<file path="config.mk">
export PLATFORM = sky130hd
export DESIGN_NAME = asp2_top
export DESIGN_NICKNAME = d
export VERILOG_FILES = /design/src/asp2_pkg.sv /design/src/asp2_top.sv
export SDC_FILE = /design/constraint.sdc
export NUM_CORES = 1
export LEC_CHECK = 0
export BUFFER_PORTS_ARGS = -buffer_cell sky130_fd_sc_hd__clkbuf_2
export CAP_MARGIN = 25
export CORE_ASPECT_RATIO = 0.9
export CORE_MARGIN = 2
export CORE_UTILIZATION = 50
export DETAILED_ROUTE_END_ITERATION = 12
export GPL_TIMING_DRIVEN = 0
export PLACE_DENSITY_LB_ADDON = 0.1
export SLEW_MARGIN = 20
export SYNTH_ARGS = -nofsm -noshare
export SYNTH_HDL_FRONTEND = slang
export SYNTH_SLANG_ARGS = --single-unit
export TNS_END_PERCENT = 20
</file>
<file path="constraint.sdc">
create_clock -name i_mclk -period 3.1 [get_ports i_mclk]
set_input_delay 0.31 -clock i_mclk [delete_from_list [all_inputs] [get_ports i_mclk]]
set_output_delay 0.31 -clock i_mclk [all_outputs]
set_load 0.1 [all_outputs]
</file>
<file path="src/asp2_pkg.sv">
// Shared constants for the second asynchronous serial port
package asp2_pkg;

    // ------------------------------------------------------------
    // Register indices (byte address is four times the index)
    // ------------------------------------------------------------
    localparam logic [11:0] IDX_CTRL_STAT = 12'hf98; // Control write, status read
    localparam logic [11:0] IDX_DATA = 12'hf9a; // Tx buffer write, rx buffer read

    // ------------------------------------------------------------
    // Control register fields
    // ------------------------------------------------------------
    localparam int CTL_TXE = 7;
    localparam int CTL_RXE = 6;
    localparam int CTL_STOP2 = 5;
    localparam int CTL_EVEN = 4;
    localparam int CTL_PE = 3;
    localparam int CTL_BAUD_HI = 2;
    localparam logic [7:0] CTL_RESET = 8'h00;

    // ------------------------------------------------------------
    // Status register fields
    // ------------------------------------------------------------
    localparam int ST_PARITY_ERROR_FLAG = 7;
    localparam int ST_FRAMING_ERROR_FLAG = 6;
    localparam int ST_OVERRUN_FLAG = 5;
    localparam int ST_RX_BUFFER_FULL_FLAG = 4;
    localparam int ST_TX_DONE_FLAG = 3;
    localparam int ST_TX_BUFFER_EMPTY_FLAG = 2;

    // ------------------------------------------------------------
    // Baud select codes and phase divisors of the clock for both directions
    // ------------------------------------------------------------
    localparam logic [2:0] BAUD_TIMER = 3'h6;
    localparam logic [8:0] DIV_0 = 9'h00d; // fc/13
    localparam logic [8:0] DIV_1 = 9'h01a; // fc/26
    localparam logic [8:0] DIV_2 = 9'h034; // fc/52
    localparam logic [8:0] DIV_3 = 9'h068; // fc/104
    localparam logic [8:0] DIV_4 = 9'h0d0; // fc/208
    localparam logic [8:0] DIV_5 = 9'h1a0; // fc/416
    localparam logic [8:0] DIV_7 = 9'h060; // fc/96

    // ------------------------------------------------------------
    // Bit timing in phase ticks
    // ------------------------------------------------------------
    localparam logic [3:0] PH_S1 = 4'h7;
    localparam logic [3:0] PH_S2 = 4'h8;
    localparam logic [3:0] PH_S3 = 4'h9;
    localparam logic [3:0] PH_LAST = 4'hf;
    localparam logic [3:0] RX_LAST_DATA = 4'h8;

    // ------------------------------------------------------------
    // Bus responses
    // ------------------------------------------------------------
    localparam logic [1:0] RESP_OKAY = 2'h0;
    localparam logic [1:0] RESP_SLVERR = 2'h2;

endpackage

</file>
<file path="src/asp2_top.sv">
// Second asynchronous serial port with an AXI4-Lite register slave
//
// Added by the designer: the register addresses and the AXI4-Lite register port.
`timescale 1ns/100ps
// What this block does
// Idle receiver samples input watching for low start
// Sample each bit at phases seven, eight, nine
// Bit value is majority of three samples
// Transmitter sends one or two stop bits
// Parity added and checked only when enabled
// Software enables, reads status, then writes buffer
// Accepted buffer write clears empty, starts shifting
// Frame: low start, data, parity, high stops
// Transmit start sets empty flag, pulses interrupt
// Output stays high until enabled and written
// Write without status read is ignored
// Stop received: load data, set full, interrupt
// Frame into full buffer sets overrun, discarded
// No reception starts while overrun is set
// Receive disable waits for frame in progress
// Parity mismatch sets parity error flag
// Low stop sample sets framing error flag
// Status then buffer read clears receive flags
// Software rereads status to check overrun
// Transmit end set when idle, cleared on start
// One baud select drives transmit and receive
// Software disables both before changing baud
// Timer pulse is phase clock, baud is sixteenth
// Eight data bits, least significant first
module asp2_top #(
    parameter int AW = 16
) (
    // Clock, reset and clock enable
    input wire logic i_mclk,
    input wire logic i_rst_b,
    input wire logic i_ce,
    // AXI4-Lite write address and data
    input wire logic [AW-1:0] i_awaddr,
    input wire logic i_awvalid,
    output logic o_awready,
    input wire logic [31:0] i_wdata,
    input wire logic [3:0] i_wstrb,
    input wire logic i_wvalid,
    output logic o_wready,
    // AXI4-Lite write response
    output logic [1:0] o_bresp,
    output logic o_bvalid,
    input wire logic i_bready,
    // AXI4-Lite read
    input wire logic [AW-1:0] i_araddr,
    input wire logic i_arvalid,
    output logic o_arready,
    output logic [31:0] o_rdata,
    output logic [1:0] o_rresp,
    output logic o_rvalid,
    input wire logic i_rready,
    // Serial pins and timer pulse
    input wire logic i_serial_in_pin,
    output logic o_serial_out_pin,
    input wire logic i_baud_timer,
    // Event pulses
    output logic o_tx_interrupt,
    output logic o_rx_interrupt
);

    // ------------------------------------------------------------
    // Functions
    // ------------------------------------------------------------
    // Word index match for a register
    function automatic logic is_idx(input logic [AW-1:0] a,
                                    input logic [11:0] idx);
        is_idx = (a[AW-1:2] == (AW-2)'(idx));
    endfunction

    // Majority of three samples
    function automatic logic maj3(input logic a, input logic b,
                                  input logic c);
        maj3 = (a & b) | (a & c) | (b & c);
    endfunction

    // Phase divisor for a baud select code
    function automatic logic [8:0] div_of(input logic [2:0] sel);
        unique case (sel)
            3'h0: div_of = asp2_pkg::DIV_0;
            3'h1: div_of = asp2_pkg::DIV_1;
            3'h2: div_of = asp2_pkg::DIV_2;
            3'h3: div_of = asp2_pkg::DIV_3;
            3'h4: div_of = asp2_pkg::DIV_4;
            3'h5: div_of = asp2_pkg::DIV_5;
            3'h6: div_of = asp2_pkg::DIV_0; // Unused, timer drives
            3'h7: div_of = asp2_pkg::DIV_7;
        endcase
    endfunction

    // ------------------------------------------------------------
    // Declarations
    // ------------------------------------------------------------
    logic [7:0] ctrl_q; // serial_control_one
    logic aw_full_q, w_full_q; // Latched write halves
    logic [AW-1:0] awaddr_q;
    logic [31:0] wdata_q;
    logic [3:0] wstrb_q;
    logic wr_go, rd_go; // Write executes, read taken
    logic st_rd, rx_rd, tx_wr; // Register side effects
    logic seen_q; // Status read seen since last data access
    logic tick_q; // Phase clock pulse for both directions
    logic [8:0] div_cnt_q;
    logic tx_busy_q, tx_start, tx_end;
    logic [11:0] tx_frame_q;
    logic [3:0] tx_bits_q, tx_ph_q;
    logic [7:0] tx_hold_q; // tx_holding_buffer
    logic tx_buffer_empty_flag_q, tx_done_flag_q;
    logic rx_busy_q, rx_start, rx_done_q, rx_parity_error_flag_q, rx_framing_error_flag_q;
    logic [3:0] rx_ph_q, rx_idx_q;
    logic rx_s7_q, rx_s8_q, rx_bit, rx_parbit_q;
    logic [7:0] rx_shift_q;
    logic [7:0] rx_buf_q; // rx_holding_buffer
    logic rx_buffer_full_flag_q, overrun_flag_q, parity_error_flag_q, framing_error_flag_q;
    logic rx_clear, rx_load;
    logic [7:0] status;

    // ------------------------------------------------------------
    // Bus write channel
    // ------------------------------------------------------------
    assign wr_go = aw_full_q & w_full_q & ~o_bvalid;

    // Address and data are taken independently, in either order
    always_ff @(posedge i_mclk or negedge i_rst_b) begin
        if (!i_rst_b) begin
            o_awready <= 1'b0;
            o_wready <= 1'b0;
            aw_full_q <= 1'b0;
            w_full_q <= 1'b0;
            awaddr_q <= '0;
            wdata_q <= '0;
            wstrb_q <= '0;
            o_bvalid <= 1'b0;
            o_bresp <= asp2_pkg::RESP_OKAY;
        end else if (i_ce) begin
            // Ready is a one-cycle pulse; the master holds valid
            o_awready <= i_awvalid & ~o_awready & ~aw_full_q;
            o_wready <= i_wvalid & ~o_wready & ~w_full_q;
            if (i_awvalid & o_awready) begin
                aw_full_q <= 1'b1;
                awaddr_q <= i_awaddr;
            end else if (wr_go) begin
                aw_full_q <= 1'b0;
            end
            if (i_wvalid & o_wready) begin
                w_full_q <= 1'b1;
                wdata_q <= i_wdata;
                wstrb_q <= i_wstrb;
            end else if (wr_go) begin
                w_full_q <= 1'b0;
            end
            if (wr_go) begin
                o_bvalid <= 1'b1;
                o_bresp <= (is_idx(awaddr_q, asp2_pkg::IDX_CTRL_STAT) ||
                            is_idx(awaddr_q, asp2_pkg::IDX_DATA)) ?
                           asp2_pkg::RESP_OKAY : asp2_pkg::RESP_SLVERR;
            end else if (o_bvalid & i_bready) begin
                o_bvalid <= 1'b0;
            end
        end
    end

    // Control register; only the low byte lane carries bits
    always_ff @(posedge i_mclk or negedge i_rst_b) begin
        if (!i_rst_b) begin
            ctrl_q <= asp2_pkg::CTL_RESET;
        end else if (i_ce && wr_go && wstrb_q[0] &&
                     is_idx(awaddr_q, asp2_pkg::IDX_CTRL_STAT)) begin
            ctrl_q <= wdata_q[7:0];
        end
    end

    // ------------------------------------------------------------
    // Bus read channel
    // ------------------------------------------------------------
    assign rd_go = i_arvalid & o_arready;
    assign st_rd = rd_go & is_idx(i_araddr, asp2_pkg::IDX_CTRL_STAT);
    assign rx_rd = rd_go & is_idx(i_araddr, asp2_pkg::IDX_DATA);
    assign tx_wr = wr_go & wstrb_q[0] &
                   is_idx(awaddr_q, asp2_pkg::IDX_DATA);
    assign status = {parity_error_flag_q, framing_error_flag_q, overrun_flag_q, rx_buffer_full_flag_q, tx_done_flag_q, tx_buffer_empty_flag_q,
                     2'h0};

    // Read data is captured at the address handshake
    always_ff @(posedge i_mclk or negedge i_rst_b) begin
        if (!i_rst_b) begin
            o_arready <= 1'b0;
            o_rvalid <= 1'b0;
            o_rdata <= '0;
            o_rresp <= asp2_pkg::RESP_OKAY;
        end else if (i_ce) begin
            o_arready <= i_arvalid & ~o_arready & ~o_rvalid;
            if (rd_go) begin
                o_rvalid <= 1'b1;
                o_rresp <= asp2_pkg::RESP_OKAY;
                if (st_rd) begin
                    o_rdata <= {24'h000000, status};
                end else if (rx_rd) begin
                    o_rdata <= {24'h000000, rx_buf_q};
                end else begin
                    // Unmapped word reads as zero with an error
                    o_rdata <= '0;
                    o_rresp <= asp2_pkg::RESP_SLVERR;
                end
            end else if (o_rvalid & i_rready) begin
                o_rvalid <= 1'b0;
            end
        end
    end

    // Status read arms the next data access; a data access disarms
    always_ff @(posedge i_mclk or negedge i_rst_b) begin
        if (!i_rst_b) begin
            seen_q <= 1'b0;
        end else if (i_ce) begin
            if (st_rd) begin
                seen_q <= 1'b1;
            end else if (rx_rd | (wr_go &
                         is_idx(awaddr_q, asp2_pkg::IDX_DATA))) begin
                seen_q <= 1'b0;
            end
        end
    end

    // ------------------------------------------------------------
    // Phase clock, shared by both directions
    // ------------------------------------------------------------
    // Sixteen ticks per bit; the timer pulse is taken directly
    always_ff @(posedge i_mclk or negedge i_rst_b) begin
        if (!i_rst_b) begin
            div_cnt_q <= '0;
            tick_q <= 1'b0;
        end else if (i_ce) begin
            if (ctrl_q[asp2_pkg::CTL_BAUD_HI:0] == asp2_pkg::BAUD_TIMER)
            begin
                tick_q <= i_baud_timer;
                div_cnt_q <= '0;
            end else if (div_cnt_q >=
                         div_of(ctrl_q[asp2_pkg::CTL_BAUD_HI:0]) - 9'h001)
            begin
                div_cnt_q <= '0;
                tick_q <= 1'b1;
            end else begin
                div_cnt_q <= div_cnt_q + 9'h001;
                tick_q <= 1'b0;
            end
        end
    end

    // ------------------------------------------------------------
    // Transmitter
    // ------------------------------------------------------------
    // Disable only blocks the next start, so a frame always ends
    assign tx_start = ~tx_busy_q & ~tx_buffer_empty_flag_q & ctrl_q[asp2_pkg::CTL_TXE];
    assign tx_end = tx_busy_q & tick_q & (tx_ph_q == asp2_pkg::PH_LAST) &
                    (tx_bits_q == 4'h1);

    // Frame shifter; the pin idles high
    always_ff @(posedge i_mclk or negedge i_rst_b) begin
        if (!i_rst_b) begin
            tx_busy_q <= 1'b0;
            tx_frame_q <= '1;
            tx_bits_q <= '0;
            tx_ph_q <= '0;
            o_serial_out_pin <= 1'b1;
        end else if (i_ce) begin
            if (tx_start) begin
                tx_busy_q <= 1'b1;
                tx_ph_q <= '0;
                o_serial_out_pin <= 1'b0;
                tx_bits_q <= 4'ha + {3'h0, ctrl_q[asp2_pkg::CTL_PE]} +
                             {3'h0, ctrl_q[asp2_pkg::CTL_STOP2]};
                if (ctrl_q[asp2_pkg::CTL_PE]) begin
                    tx_frame_q <= {2'h3, ^tx_hold_q ^
                                   ~ctrl_q[asp2_pkg::CTL_EVEN],
                                   tx_hold_q, 1'b0};
                end else begin
                    tx_frame_q <= {3'h7, tx_hold_q, 1'b0};
                end
            end else if (tx_busy_q && tick_q) begin
                tx_ph_q <= tx_ph_q + 4'h1;
                if (tx_ph_q == asp2_pkg::PH_LAST) begin
                    tx_frame_q <= {1'b1, tx_frame_q[11:1]};
                    tx_bits_q <= tx_bits_q - 4'h1;
                    o_serial_out_pin <= tx_end | tx_frame_q[1];
                    if (tx_end) begin
                        tx_busy_q <= 1'b0;
                    end
                end
            end
        end
    end

    // Holding buffer, empty and end flags, transmit event
    always_ff @(posedge i_mclk or negedge i_rst_b) begin
        if (!i_rst_b) begin
            tx_hold_q <= '0;
            tx_buffer_empty_flag_q <= 1'b1;
            tx_done_flag_q <= 1'b1;
            o_tx_interrupt <= 1'b0;
        end else if (i_ce) begin
            o_tx_interrupt <= tx_start;
            if (tx_wr && seen_q && tx_buffer_empty_flag_q) begin
                tx_hold_q <= wdata_q[7:0];
                tx_buffer_empty_flag_q <= 1'b0;
            end else if (tx_start) begin
                tx_buffer_empty_flag_q <= 1'b1;
            end
            if (tx_start) begin
                tx_done_flag_q <= 1'b0;
            end else if (tx_end && tx_buffer_empty_flag_q) begin
                tx_done_flag_q <= 1'b1;
            end
        end
    end

    // ------------------------------------------------------------
    // Receiver
    // ------------------------------------------------------------
    // Enable and overrun are looked at only when a frame starts
    assign rx_start = ~rx_busy_q & tick_q & ~i_serial_in_pin &
                      ctrl_q[asp2_pkg::CTL_RXE] & ~overrun_flag_q;
    assign rx_bit = maj3(rx_s7_q, rx_s8_q, i_serial_in_pin);

    // Bit sampler; the detecting tick counts as phase zero
    always_ff @(posedge i_mclk or negedge i_rst_b) begin
        if (!i_rst_b) begin
            rx_busy_q <= 1'b0;
            rx_ph_q <= '0;
            rx_idx_q <= '0;
            rx_s7_q <= 1'b1;
            rx_s8_q <= 1'b1;
            rx_shift_q <= '0;
            rx_parbit_q <= 1'b0;
            rx_done_q <= 1'b0;
            rx_parity_error_flag_q <= 1'b0;
            rx_framing_error_flag_q <= 1'b0;
        end else if (i_ce) begin
            rx_done_q <= 1'b0;
            if (rx_start) begin
                rx_busy_q <= 1'b1;
                rx_ph_q <= 4'h1;
                rx_idx_q <= '0;
            end else if (rx_busy_q && tick_q) begin
                rx_ph_q <= rx_ph_q + 4'h1;
                if (rx_ph_q == asp2_pkg::PH_S1) begin
                    rx_s7_q <= i_serial_in_pin;
                end
                if (rx_ph_q == asp2_pkg::PH_S2) begin
                    rx_s8_q <= i_serial_in_pin;
                end
                if (rx_ph_q == asp2_pkg::PH_LAST) begin
                    rx_idx_q <= rx_idx_q + 4'h1;
                end
                if (rx_ph_q == asp2_pkg::PH_S3) begin
                    if (rx_idx_q == 4'h0) begin
                        // A high start bit was a glitch
                        rx_busy_q <= rx_bit ? 1'b0 : 1'b1;
                    end else if (rx_idx_q <= asp2_pkg::RX_LAST_DATA) begin
                        rx_shift_q <= {rx_bit, rx_shift_q[7:1]};
                    end else if (rx_idx_q == 4'h9 &&
                                 ctrl_q[asp2_pkg::CTL_PE]) begin
                        rx_parbit_q <= rx_bit;
                    end else begin
                        // First stop bit ends the frame early, so
                        // the next start edge is never missed
                        rx_busy_q <= 1'b0;
                        rx_done_q <= 1'b1;
                        rx_framing_error_flag_q <= ~rx_bit;
                        rx_parity_error_flag_q <= ctrl_q[asp2_pkg::CTL_PE] &
                                     (^rx_shift_q ^
                                      ~ctrl_q[asp2_pkg::CTL_EVEN] ^
                                      rx_parbit_q);
                    end
                end
            end
        end
    end

    // Receive buffer and flags; a new event beats a same-cycle clear
    assign rx_clear = rx_rd & seen_q;
    assign rx_load = rx_done_q & (~rx_buffer_full_flag_q | rx_clear);
    always_ff @(posedge i_mclk or negedge i_rst_b) begin
        if (!i_rst_b) begin
            rx_buf_q <= '0;
            rx_buffer_full_flag_q <= 1'b0;
            overrun_flag_q <= 1'b0;
            parity_error_flag_q <= 1'b0;
            framing_error_flag_q <= 1'b0;
            o_rx_interrupt <= 1'b0;
        end else if (i_ce) begin
            o_rx_interrupt <= rx_load;
            if (rx_load) begin
                rx_buf_q <= rx_shift_q;
                rx_buffer_full_flag_q <= 1'b1;
                parity_error_flag_q <= rx_parity_error_flag_q;
                framing_error_flag_q <= rx_framing_error_flag_q;
            end else if (rx_clear) begin
                rx_buffer_full_flag_q <= 1'b0;
                parity_error_flag_q <= 1'b0;
                framing_error_flag_q <= 1'b0;
            end
            if (rx_done_q && !rx_load) begin
                overrun_flag_q <= 1'b1;
            end else if (rx_clear) begin
                overrun_flag_q <= 1'b0;
            end
        end
    end

    // ------------------------------------------------------------
    // Assertions
    // ------------------------------------------------------------
    property p_tx_idle_high;
        @(posedge i_mclk) disable iff (!i_rst_b)
        !tx_busy_q |-> o_serial_out_pin;
    endproperty
    a_tx_idle_high: assert property (p_tx_idle_high)
        else $error("Output low while transmitter idle");

    property p_start_low;
        @(posedge i_mclk) disable iff (!i_rst_b)
        (i_ce && tx_start) |=> !o_serial_out_pin && tx_buffer_empty_flag_q && !tx_done_flag_q;
    endproperty
    a_start_low: assert property (p_start_low)
        else $error("Start bit or flags wrong at transmit start");

    property p_tx_irq;
        @(posedge i_mclk) disable iff (!i_rst_b)
        (i_ce && tx_start) |=> o_tx_interrupt;
    endproperty
    a_tx_irq: assert property (p_tx_irq)
        else $error("No transmit event at start");

    property p_unarmed_write;
        @(posedge i_mclk) disable iff (!i_rst_b)
        (i_ce && tx_wr && !seen_q && tx_buffer_empty_flag_q) |=> tx_buffer_empty_flag_q;
    endproperty
    a_unarmed_write: assert property (p_unarmed_write)
        else $error("Unarmed write cleared empty flag");

    property p_rx_load;
        @(posedge i_mclk) disable iff (!i_rst_b)
        (i_ce && rx_done_q && !rx_buffer_full_flag_q) |=>
            rx_buffer_full_flag_q && o_rx_interrupt && rx_buf_q == $past(rx_shift_q);
    endproperty
    a_rx_load: assert property (p_rx_load)
        else $error("Received byte not loaded");

    property p_overrun;
        @(posedge i_mclk) disable iff (!i_rst_b)
        (i_ce && rx_done_q && rx_buffer_full_flag_q && !rx_clear) |=>
            overrun_flag_q && $stable(rx_buf_q);
    endproperty
    a_overrun: assert property (p_overrun)
        else $error("Overrun not flagged or buffer changed");

    property p_no_rx_overrun;
        @(posedge i_mclk) disable iff (!i_rst_b)
        (i_ce && overrun_flag_q && !rx_busy_q) |=> !rx_busy_q;
    endproperty
    a_no_rx_overrun: assert property (p_no_rx_overrun)
        else $error("Reception started during overrun");

    property p_clear;
        @(posedge i_mclk) disable iff (!i_rst_b)
        (i_ce && rx_clear && !rx_done_q) |=>
            !rx_buffer_full_flag_q && !overrun_flag_q && !parity_error_flag_q && !framing_error_flag_q;
    endproperty
    a_clear: assert property (p_clear)
        else $error("Receive flags not cleared");

    property p_tx_frame_len;
        @(posedge i_mclk) disable iff (!i_rst_b)
        (i_ce && tx_start && ctrl_q[asp2_pkg::CTL_PE] &&
         ctrl_q[asp2_pkg::CTL_STOP2]) |=> tx_bits_q == 4'hc;
    endproperty
    a_tx_frame_len: assert property (p_tx_frame_len)
        else $error("Wrong frame length for two stop bits");

    c_tx_frame: cover property (@(posedge i_mclk) disable iff (!i_rst_b)
        tx_end);
    c_rx_frame: cover property (@(posedge i_mclk) disable iff (!i_rst_b)
        rx_load);
    c_overrun: cover property (@(posedge i_mclk) disable iff (!i_rst_b)
        rx_done_q && !rx_load);

endmodule // asp2_top

</file>
==> metrics.md, run 1 <==
| Metric | Value |
|---|---|
| Status | finished, violations left |
| Violated checks | negative setup slack |
| Yosys warns | 0 |
| Via Count | 4573 |
| CP delay by family, top | compound AO/OA/AOI/OAI gates |
| Worst vdd ir | 0.0005389 V |
| Commonest non-fill, non-tap cell in the layout | dfrtp_1 |
| Io pins | 122 |
| DP HPWL | between 9000 and 10000 um |
| Iteration-0 DRC Markers | 267 |
| Clock Sink Count | 125 |
| # diodes | 0 |
| GP Congestion | 0.7835 |
| Largest net degree at the start of global routing | 72 |
| Most frequent cells in the layout | 109 x dfrtp_1, 63 x clkbuf_2, 61 x nand2_1 |
| Crit path depth | 16 |
| Buffer and inverter count on the worst path | 3 |
| Yosys top cell area share | 0.4407 |
| Final Cell Area | just under 0.008 mm^2 |
| Final setup margin | -206.9 ps |
| Finished Layout Cells | 860 |
| Final Max Tran Viols | 0 |
| Slew headroom | 0.4783 |
| CP Launch Type | flop |
| Crit path arrival time | 3630 ps |
| Vert. Die Dim | between 100 and 150 um |
| 1st-pass router iterations | 5 |
| Max-Cap Viols | 0 |
| CTS Buf Count | 17 |
| Root Driver | clkbuf_16 |
| CP peak stage delay | 430 ps |
| Slowest stage cell, crit path | dfrtp_2 |
| Switch share | 0.3177 |
| Final Critical Period | 3307 ps |
| Share of cells above drive strength 1 | 0.3229 |
| Post-synth cell types | 57 |
| Pwr Total | roughly 5500 uW |
| WL final | 13470 um |
| Critical path class | flop to flop |
| Crit-path max FO | 8 |
| Vias per cell | 5.317 |
| HP Class | input port to flop |
| Crit path cell chain | inv_4, ha_4, mux2i_4, ha_2, o211ai_1, buf_4, nor2_4, mux2_4, a22oi_2, ha_1, o21ai_1, o21ai_1, a211o_1, buf_8, or3b_4, o211ai_1 |
| Hold_ws | approximately 130 ps |
| Critical Path End Type | flop |
| Final setup fails | 8 |
| Worst Reg-to-Reg Cells | 16 |
| WL/cell | 15.66 um |
| Skew final | 12.64 ps |
| # DRC | 0 |
| FMAX | 302.4 MHz |
| Seq pwr share | 0.394 |
| Sequential fraction of the synthesis area | 0.4990 |
| Initial antenna violation count | 0 |
| Bufs on Longest Clock Path | 2 |
| Async SR Flop Fraction | 1.000 |
| Psw | between 1500 and 2000 uW |
| Layout area overhead | 23.76% |
| Worst-path clk slew | 60 ps |
| Final Hold Fails | 0 |
| Clock latency on the worst-skew pair | 410 ps |
| Num rows | 38 |
| Post-DP Area | approximately 0.007 mm^2 |
| Vias in the first global route | ~4600 |
| Global-route wire length before repair | 22400 um |
| Final Cycle Share | 1.067 |
| Clock power share | 0.385 |
| Slew @ Worst Pin | 775.5 ps |
| Nets | approximately 800 |
| Internal power | about 3700 uW |
| Dominant cell type by area after synthesis | dfrtp_1 |
| Post-synth EDFFs | 0 |
| P per Cell Area | slightly above 700 mW/mm^2 |
| Global router's overall resource usage | 0.2106 |
| Min-Delay Path Depth | 2 |
| Initial core utilization | 0.5179 |
| WP data required | roughly 3400 ps |
| Die ar. | 0.01352 mm^2 |
| Port Buffers | 63 |
| H-Tree Depth | 4 |
| Core footprint | between 0.01 and 0.015 mm^2 |
| CTS tree | yes |
| Comb pwr share | 0.221 |
| Synth top area cells | dfrtp_1 44%, mux2_2 6.4%, dfstp_2 5.8% |
| Post-Syn Area | 0.006304 mm^2 |
| Cells after Synth | approximately 560 |
| RSZ-0062 raised after global routing | true |
| Synth Flop Type | dfrtp_1 |
| Yosys reg bits | 125 |
| Placed Cells | a little over 800 |
| Leakage power total | 0.003804 uW |
| GR Overflow Total | 0 |
| Place WS | -462.1 ps |
| Die W | approximately 120 um |
| Final ANT Viol Nets | 0 |
| Synth Area per Inst | 11.20 um^2 |
[logic make-up after synthesis]
family / share of synthesized area
xor gates and xnor gates: 0.03890
muxes: 0.1288
buffers and inverters: 0.05538
other: 0.0005949
DFF: 0.4990
AOI/OAI and AO/OA: 0.09468
adders and majority gates: 0.05320
and+or+nand+nor: 0.1294
[routing by layer]
layer	vias to the layer above	share of wire	GRT usage
li1	2192	-	-
met4	0	0.0041	0.06207
met2	131	0.48	0.3326
met3	4	0.058	0.05320
met1	2246	0.45	0.2861
met5	-	0	0
[registers in the layout, summed over array words and instances, names as in the netlist, 4 cells and up]
signal      cells
ctrl_q          8
tx_ph_q         4
tx_hold_q       8
div_cnt_q       9
rx_buf_q        8
o_rdata         8
awaddr_q       14
wdata_q         8
tx_frame_q      9
rx_ph_q         4
rx_shift_q      8
tx_bits_q       4
rx_idx_q        4
[power by group through the flow]
stage | clock [uW] | sequential [uW] | combinational [uW]
after floorplan | 0 | 2310 | 758
after global placement | 0 | 2170 | 1140
after detailed placement | 0 | 2190 | 1180
after CTS | 2150 | 2160 | 1210
after global routing | 2230 | 2210 | 1330
final | 2120 | 2170 | 1210
[worst register-to-register path, stage by stage, from the launching register on]
cell,delay (ps)
dfrtp_2,430
inv_4,60
ha_4,170
mux2i_4,150
ha_2,200
o211ai_1,90
buf_4,170
nor2_4,140
mux2_4,310
a22oi_2,180
ha_1,260
o21ai_1,80
o21ai_1,70
a211o_1,320
buf_8,150
or3b_4,360
o211ai_1,80
[synthesized netlist by cell type, types with 9 or more instances]
| master | count |
|---|---|
| o31ai_1 | 10 |
| mux2_2 | 36 |
| dfstp_2 | 14 |
| nor2b_1 | 9 |
| nand2_1 | 61 |
| xnor2_1 | 22 |
| a21oi_1 | 10 |
| clkbuf_1 | 11 |
| o21ai_0 | 25 |
| inv_1 | 18 |
| nand3_1 | 18 |
| nor2_1 | 23 |
| mux2_1 | 17 |
| nor3_1 | 11 |
| a22oi_1 | 9 |
| buf_4 | 26 |
| dfrtp_1 | 111 |
| mux2i_1 | 11 |
| ha_1 | 26 |
[cell type report]
class | instances | area (um^2)
fill | 989 | 4370
sequential | 125 | 3148
multi-input combinational | 401 | 2982
timing repair buffer | 80 | 471.7
clock buffer | 18 | 439.2
buffer | 43 | 292.8
tap | 160 | 200.2
clock inverter | 14 | 191.4
inverter | 19 | 76.32
[final timing paths]
check / from / slack [ps] / end
min in group asynchronous: i_rst_b / 470 / div_cnt_q[8]
setup / recovery: ctrl_q[1] / -210 / div_cnt_q[7]
max in group asynchronous: i_rst_b / 1910 / tx_frame_q[9]
hold / removal: i_wdata[3] / 130 / wdata_q[3]
hold reg to reg: tx_frame_q[5] / 460 / tx_frame_q[5]
setup reg to reg: ctrl_q[1] / -210 / div_cnt_q[7]
[per-stage QoR]
step           setup TNS (ps)    util
6_report                -1147  0.6409
5_1_grt                 -2966  0.6409
4_1_cts                -574.0  0.6352
3_5_place_dp            -3535  0.5744
3_3_place_gp           -23130  0.5714
2_1_floorplan          -279.4       -
[timing repair]
| action | in CTS | in global routing |
|---|---|---|
| pin swaps | 6 | 10 |
| gates resized for setup | 9 | 9 |
| setup endpoints to repair | 10 | 10 |
| hold endpoints to repair | 66 | 0 |
| setup buffers | 10 | 4 |
| hold buffers | 1 | 0 |
Power figures use the tool's default switching activity.
==> run 2: changes to the inputs <==
--- a/config.mk
+++ b/config.mk
@@ -9,7 +9,7 @@
 export CAP_MARGIN = 25
 export CORE_ASPECT_RATIO = 0.9
 export CORE_MARGIN = 2
-export CORE_UTILIZATION = 50
+export CORE_UTILIZATION = 35
 export DETAILED_ROUTE_END_ITERATION = 12
 export GPL_TIMING_DRIVEN = 0
 export PLACE_DENSITY_LB_ADDON = 0.1
==> constraint.sdc (replaced) <==
create_clock -name i_mclk -period 3.1 [get_ports i_mclk]
set_input_delay 0.31 -clock i_mclk [delete_from_list [all_inputs] [get_ports i_mclk]]
set_output_delay 0.31 -clock i_mclk [all_outputs]
set_load 0.005 [all_outputs]
==> run 2 against run 1 <==
The flow still finishes with violations (negative setup slack). Clock skew shrank 3.9 ps. Sequential share of layout area decreased by 0.81 points. Sequential power barely moved. Via count decreased by 2.1%. Final area is 2.1% higher. Critical path type unchanged. First-iteration DRC count shrank 29%. Final cell count up 9.1%. Clock power rose by 3%. Combinational power decreased by 23%. Die area increased by 41%. Worst setup slack improved by 77 ps. Hold slack worse by 10 ps.
==> metrics.md, run 2 (synthesis gave the netlist of run 1 again) <==
| Metric | Value |
|---|---|
| Finished Layout Cells | 938 (+9.1%) |
| Initial core utilization | 0.3579 (-0.1600) |
| Share of cells above drive strength 1 | 0.3252 (+0.002358) |
| Bufs on Longest Clock Path | 2 (unchanged) |
| Max-Cap Viols | 0 (unchanged) |
| Skew final | 8.782 ps (-3.854 ps) |
| CTS Buf Count | 17 (unchanged) |
| Vias in the first global route | 4362 (-4.3%) |
| GP Congestion | 0.7855 (+0.26%) |
| Final Critical Period | 3230 ps (-77.21 ps) |
| Hold wc startpoint | i_wdata[3] |
| H-Tree Depth | 4 (unchanged) |
| Io pins | 122 (unchanged) |
| Final ANT Viol Nets | 0 (unchanged) |
| Initial antenna violation count | 0 (unchanged) |
| WL/cell | 14.83 um (-5.3%) |
| # diodes | 0 (unchanged) |
| Num rows | 46 (+21%) |
| Global router's overall resource usage | 0.1523 (-0.05823) |
| P per Cell Area | 665.1 mW/mm^2 (-5.6%) |
| FMAX | 309.6 MHz (+2.4%) |
| Worst vdd ir | 0.0003828 V (-29%) |
| Violated checks | negative setup slack |
| Max reg flops | 14 (unchanged) |
| Filler cells | 1724 (+74%) |
| Worst-path clk slew | 60 ps (about the same) |
| WP data required | 3430 ps (about the same) |
| WL final | 13910 um (+3.3%) |
| Clock Sink Count | 125 (unchanged) |
| RSZ-0062 raised after global routing | true |
| Largest regs | awaddr_q x14, div_cnt_q x9, tx_frame_q x9 |
| Die ar. | 0.01910 mm^2 (+41%) |
| # DRC | 0 (unchanged) |
| Largest net degree at the start of global routing | 65 (-9.7%) |
| Final setup fails | 7 (-1) |
| CTS tree | yes |
| HP Class | input port to flop |
| Critical Path End Type | flop |
| Slew headroom | 0.4764 (-0.001822) |
| TNS Setup | -330.6 ps (+816.5 ps) |
| Crit path arrival time | 3560 ps (-70 ps) |
| Commonest non-fill, non-tap cell in the layout | dfrtp_1 |
| Nets | 789 (-0.25%) |
| Critical Path Start | ctrl_q[1] |
| Iteration-0 DRC Markers | 189 (-29%) |
| GR Overflow Total | 0 (unchanged) |
| Vias per cell | 4.774 (-10%) |
| Met1 wire length | 6914 um (+13%) |
| Root Driver | clkbuf_16 |
| Core footprint | 0.01761 mm^2 (+45%) |
| Layout area overhead | 26.34% |
| Placed Cells | 893 (+10%) |
| Status | finished, violations left |
| Via Count | 4478 (-2.1%) |
| DP HPWL | 9882 um (+6.7%) |
| Critical path class | flop to flop |
| Leakage power total | 0.003818 uW (+0.37%) |
| Most frequent cells in the layout | 108 x dfrtp_1, 62 x clkbuf_2, 61 x nand2_1 |
| Port Buffers | 63 (unchanged) |
| Vert. Die Dim | 131.3 um (+19%) |
| Slew @ Worst Pin | 778.2 ps (+2.708 ps) |
| CP Launch Type | flop |
| Highest Signal Layer | met4 |
| RR Startpoint | ctrl_q[1] |
| Final Cycle Share | 1.042 (-0.02491) |
| Global-route wire length before repair | 23180 um (+3.5%) |
| DR WL met2 | 6079 um (-6.7%) |
| Routed wl met3 | 719 um (-8.3%) |
| Final Hold Fails | 0 (unchanged) |
| Final setup margin | -129.7 ps (+77.21 ps) |
| Register with the most flip-flops | awaddr_q |
| 1st-pass router iterations | 4 (-1) |
| Crit-path max FO | 6 (-2) |
| Final Max Tran Viols | 0 (unchanged) |
| Die W | 145.5 um (+19%) |
| Clock latency on the worst-skew pair | 420 ps (about the same) |
## run 2: final timing paths
path / endpoint / slack, ps / depth (start not counted)
setup / recovery: div_cnt_q[7] / -130 / 15
hold / removal: wdata_q[3] / 120 / 2
setup reg to reg: div_cnt_q[7] / -130 / 15
hold reg to reg: tx_frame_q[1] / 460 / 2
max in group asynchronous: tx_buffer_empty_flag_q / 1900 / 3
min in group asynchronous: div_cnt_q[7] / 460 / 2
## run 2: area by class of cell
class	instances	area, um^2	area share
Clock inverter	11	191.4	0.02404
Tap cell	240	300.3	0.03771
Inverter	19	76.32	0.009584
Timing Repair Buffer	78	467.9	0.05876
Buffer	43	299.0	0.03755
Sequential cell	125	3149	0.3954
Multi-Input combinational cell	401	3019	0.3791
Clock buffer	21	460.4	0.05782
## run 2: stage by stage
step | setup slack (ps) | area, um^2 | total power, uW | hold WS (ps) | utilization
after floorplan | -92.58 | 6440 | 2736 | 14.41 | -
after global placement | -477.8 | 7056 | 2999 | 447.4 | 0.4006
after detailed placement | -525.8 | 7096 | 3044 | 344.6 | 0.4029
after CTS | -135.6 | 7899 | 5308 | 102.3 | 0.4485
after global routing | -297.7 | 7964 | 5602 | 100.3 | 0.4522
final | -129.7 | 7964 | 5297 | 117.0 | 0.4522
## run 2: per-layer routing
metal,track usage,vias up
li1,-,2190
met1,0.2179,2159
met2,0.2201,113
met3,0.04340,16
met4,0.05392,0
met5,0,-
## run 2: worst max-delay path, cell delays in order (launching register included)
cell      delay [ps]
dfrtp_2          450
inv_4             60
ha_4             170
mux2i_4          180
ha_4             160
o211ai_1         140
nor2_2           180
mux2_4           320
a22oi_2          150
ha_1             270
nand4_1          100
nor2_1            50
a211o_1          300
buf_8            150
or3b_4           350
o211ai_1          90
## run 2: repair_timing
action | in CTS | in global routing
pin swaps | 6 | 11
endpoints found under the hold margin | 53 | 0
setup endpoints to repair | 10 | 10
resized for setup | 18 | 11
buffers inserted | 10 | 2
hold buffers | 1 | 0
## run 2: report_power, final
group / switching, uW / leakage [uW] / total (uW) / internal [uW]
logic: 435 / 0.00191 / 928 / 494
clock network: 724 / 0.000309 / 2190 / 1470
registers: 254 / 0.00160 / 2180 / 1920
total: 1410 / 0.00382 / 5300 / 3880
==> run 3: changes to the inputs <==
--- a/config.mk
+++ b/config.mk
@@ -9,7 +9,7 @@
 export CAP_MARGIN = 25
 export CORE_ASPECT_RATIO = 0.9
 export CORE_MARGIN = 2
-export CORE_UTILIZATION = 35
+export CORE_UTILIZATION = 30
 export DETAILED_ROUTE_END_ITERATION = 12
 export GPL_TIMING_DRIVEN = 0
 export PLACE_DENSITY_LB_ADDON = 0.1
==> constraint.sdc (replaced) <==
create_clock -name i_mclk -period 3.95 [get_ports i_mclk]
set_input_delay 0.395 -clock i_mclk [delete_from_list [all_inputs] [get_ports i_mclk]]
set_output_delay 0.395 -clock i_mclk [all_outputs]
set_load 0.005 [all_outputs]
==> run 3 against run 2 <==
The run now ends clean. Maximum frequency is 12% lower. Non-clock buffer count down 12. Sequential cell count unchanged. Final cell count is 3.6% higher. Final area shrank 2.6%. Worst setup slack better by 410 ps. Register-to-register slack better by 410 ps. Largest power group is now registers.
==> metrics.md, run 3 (synthesis gave the netlist of run 1 again) <==
| Metric | Value |
|---|---|
| Vias in the first global route | 4400 (+0.87%) |
| Pwr Total | 4008 uW (-24%) |
| # diodes | 0 (unchanged) |
| Buffer and inverter count on the worst path | 2 (unchanged) |
| Final ANT Viol Nets | 0 (unchanged) |
| Bufs on Longest Clock Path | 2 (unchanged) |
| RSZ-0062 raised after global routing | false |
| Register with the most flip-flops | awaddr_q |
| CTS Buf Count | 17 (unchanged) |
| GP Congestion | 0.7412 (-5.6%) |
| CP Launch Type | flop |
| 1st-pass router iterations | 4 (unchanged) |
| Critical path class | flop to flop |
| Critical Path End Type | flop |
| Crit path arrival time | 4000 ps (+440 ps) |
| Via Count | 4433 (-1.0%) |
| Switch share | 0.2784 (+0.01153) |
| Crit-path max FO | 10 (+4) |
| Crit path top cell by count | ha_1 |
| GR Overflow Total | 0 (unchanged) |
| Status | completed |
| Worst vdd ir | 0.0004360 V (+14%) |
| Internal power | 2892 uW (-26%) |
| Die W | 156.8 um (+7.8%) |
| Nets | 777 (-1.5%) |
| Initial core utilization | 0.3044 (-0.05350) |
| Core footprint | 0.02071 mm^2 (+18%) |
| Global router's overall resource usage | 0.1385 (-0.01384) |
| WL final | 14470 um (+4.0%) |
| Clock power share | 0.412 (-0.002) |
| CP peak stage delay | 460 ps (about the same) |
| Root Driver | clkbuf_16 |
| Most frequent cells in the layout | 109 x dfrtp_1, 63 x clkbuf_2, 61 x nand2_1 |
| Setup bufs post-CTS | 0 (-10) |
| Iteration-0 DRC Markers | 188 (-0.53%) |
| Finished Layout Cells | 972 (+3.6%) |
| Largest regs | awaddr_q x14, div_cnt_q x9, tx_frame_q x9 |
| CTS tree | yes |
| Largest net degree at the start of global routing | 68 (+4.6%) |
| Fin util | 0.3746 (-0.07763) |
| Vert. Die Dim | 141.5 um (+7.8%) |
| Seq pwr share | 0.426 (+0.015) |
| Layout area overhead | 23.04% |
| Slew @ Worst Pin | 802.3 ps (+24.18 ps) |
| Final Cycle Share | 0.9289 (-0.1129) |
| WL/cell | 14.88 um (+0.38%) |
| WP data required | 4280 ps (+850 ps) |
| Final Hold Fails | 0 (unchanged) |
| Num rows | 50 (+8.7%) |
| Psw | 1116 uW (-21%) |
| Commonest non-fill, non-tap cell in the layout | dfrtp_1 |
| Leakage power total | 0.003714 uW (-2.7%) |
| Initial antenna violation count | 0 (unchanged) |
| Comb pwr share | 0.162 (-0.013) |
| P per Cell Area | 516.7 mW/mm^2 (-22%) |
| Slowest stage cell, crit path | or3b_2 |
| Global-route wire length before repair | 23540 um (+1.5%) |
| Placed Cells | 939 (+5.2%) |
| HP Class | input port to flop |
| H-Tree Depth | 4 (unchanged) |
| Clock latency on the worst-skew pair | 420 ps (about the same) |
| CP delay by family, top | simple AND/OR/NAND/NOR gates |
| Share of cells above drive strength 1 | 0.2930 (-0.03221) |
| FMAX | 272.5 MHz (-12%) |
| Worst-path clk slew | 60 ps (about the same) |
| DP HPWL | 10660 um (+7.9%) |
| Skew final | 9.685 ps (+0.9034 ps) |
| Max-Cap Viols | 0 (unchanged) |
| Crit path cell chain | inv_1, ha_1, mux2i_1, ha_1, o211ai_1, nor2_2, mux2_2, a22oi_1, ha_1, nand4_1, nor2_1, a211o_1, clkbuf_2, or3b_2, o211ai_1 |
| Max reg flops | 14 (unchanged) |
| Final setup fails | 0 (-7) |
| Slew headroom | 0.4602 (-0.01627) |
| Final Max Tran Viols | 0 (unchanged) |
| # DRC | 0 (unchanged) |
| Clock Sink Count | 125 (unchanged) |
| Io pins | 122 (unchanged) |
| TNS Setup | 0 ps (+330.6 ps) |
| Vias per cell | 4.561 (-4.5%) |
| Final Critical Period | 3669 ps (+439.6 ps) |
| Hold_ws | 202.4 ps (+85.31 ps) |
| Die ar. | 0.02219 mm^2 (+16%) |
| Port Buffers | 63 (unchanged) |
==> run 3: cell count changes in the layout (fill, tap and decap cells not counted), moves of 3 or more <==
cell | previous run | this run
o21ai_2 | 5 | 1
ha_1 | 22 | 26
o21ai_0 | 18 | 25
buf_4 | 37 | 26
ha_4 | 3 | 0
clkbuf_8 | 4 | 1
o21ai_1 | 4 | 1
==> run 3: worst paths after layout <==
kind | endpoint | from | depth (start not counted) | slack, ps
setup / recovery | div_cnt_q[7] | ctrl_q[1] | 15 | 280
hold reg to reg | tx_frame_q[4] | tx_frame_q[4] | 2 | 460
hold / removal | awaddr_q[6] | i_awaddr[6] | 2 | 200
min in group asynchronous | o_rvalid | i_rst_b | 2 | 530
setup reg to reg | div_cnt_q[7] | ctrl_q[1] | 15 | 280
max in group asynchronous | tx_frame_q[4] | i_rst_b | 3 | 2680
==> run 3: power groups by stage <==
| stage | registers [uW] | logic, uW | clock network, uW |
|---|---|---|---|
| after floorplan | 1660 | 471 | 0 |
| after global placement | 1720 | 631 | 0 |
| after detailed placement | 1730 | 656 | 0 |
| after CTS | 1710 | 661 | 1690 |
| after global routing | 1740 | 736 | 1750 |
| final | 1710 | 651 | 1650 |
==> run 3: stage by stage <==
| stage | setup WS (ps) | area, um^2 |
|---|---|---|
| detailed placement | 35.56 | 7112 |
| CTS | 11.24 | 7744 |
| global placement | 18.72 | 7071 |
| floorplan | 536.0 | 6397 |
| global route | 10.15 | 7756 |
| finish | 280.7 | 7756 |
==> run 3: repair_timing <==
action,in CTS,in global routing
endpoints found under the hold margin,15,0
hold buffers,1,0
setup endpoints to repair,0,8
gates resized for setup,0,10
==> run 3: worst reg2reg max path: cells and delay by family (launching register included) <==
family	cells	cell delay, ps
AND/OR/NAND/NOR	4	800
flip-flops	1	440
adder cells (fa/ha/maj)	3	730
AO/OA/AOI/OAI	4	750
buffers and inverters	2	330
multiplexers	2	550
==> run 3: cell type report <==
cell class	instances	area, um^2
Fill cell	2062	12950
Sequential cell	125	3148
Multi-Input combinational cell	401	2908
Clock buffer	17	425.4
Timing Repair Buffer	66	366.6
Tap cell	286	357.8
Buffer	43	282.8
Clock inverter	15	196.4
Inverter	19	71.32
==> run 3: routing by layer <==
layer  share of wire  vias to the layer above  routed length, um  global-route usage
li1                -                     2163                  -                   -
met1            0.49                     2166               7139              0.1942
met2            0.45                       89               6444              0.2080
met3           0.048                       15                692             0.03421
met4           0.013                        0                192             0.04925
met5               0                        -                  0                   0
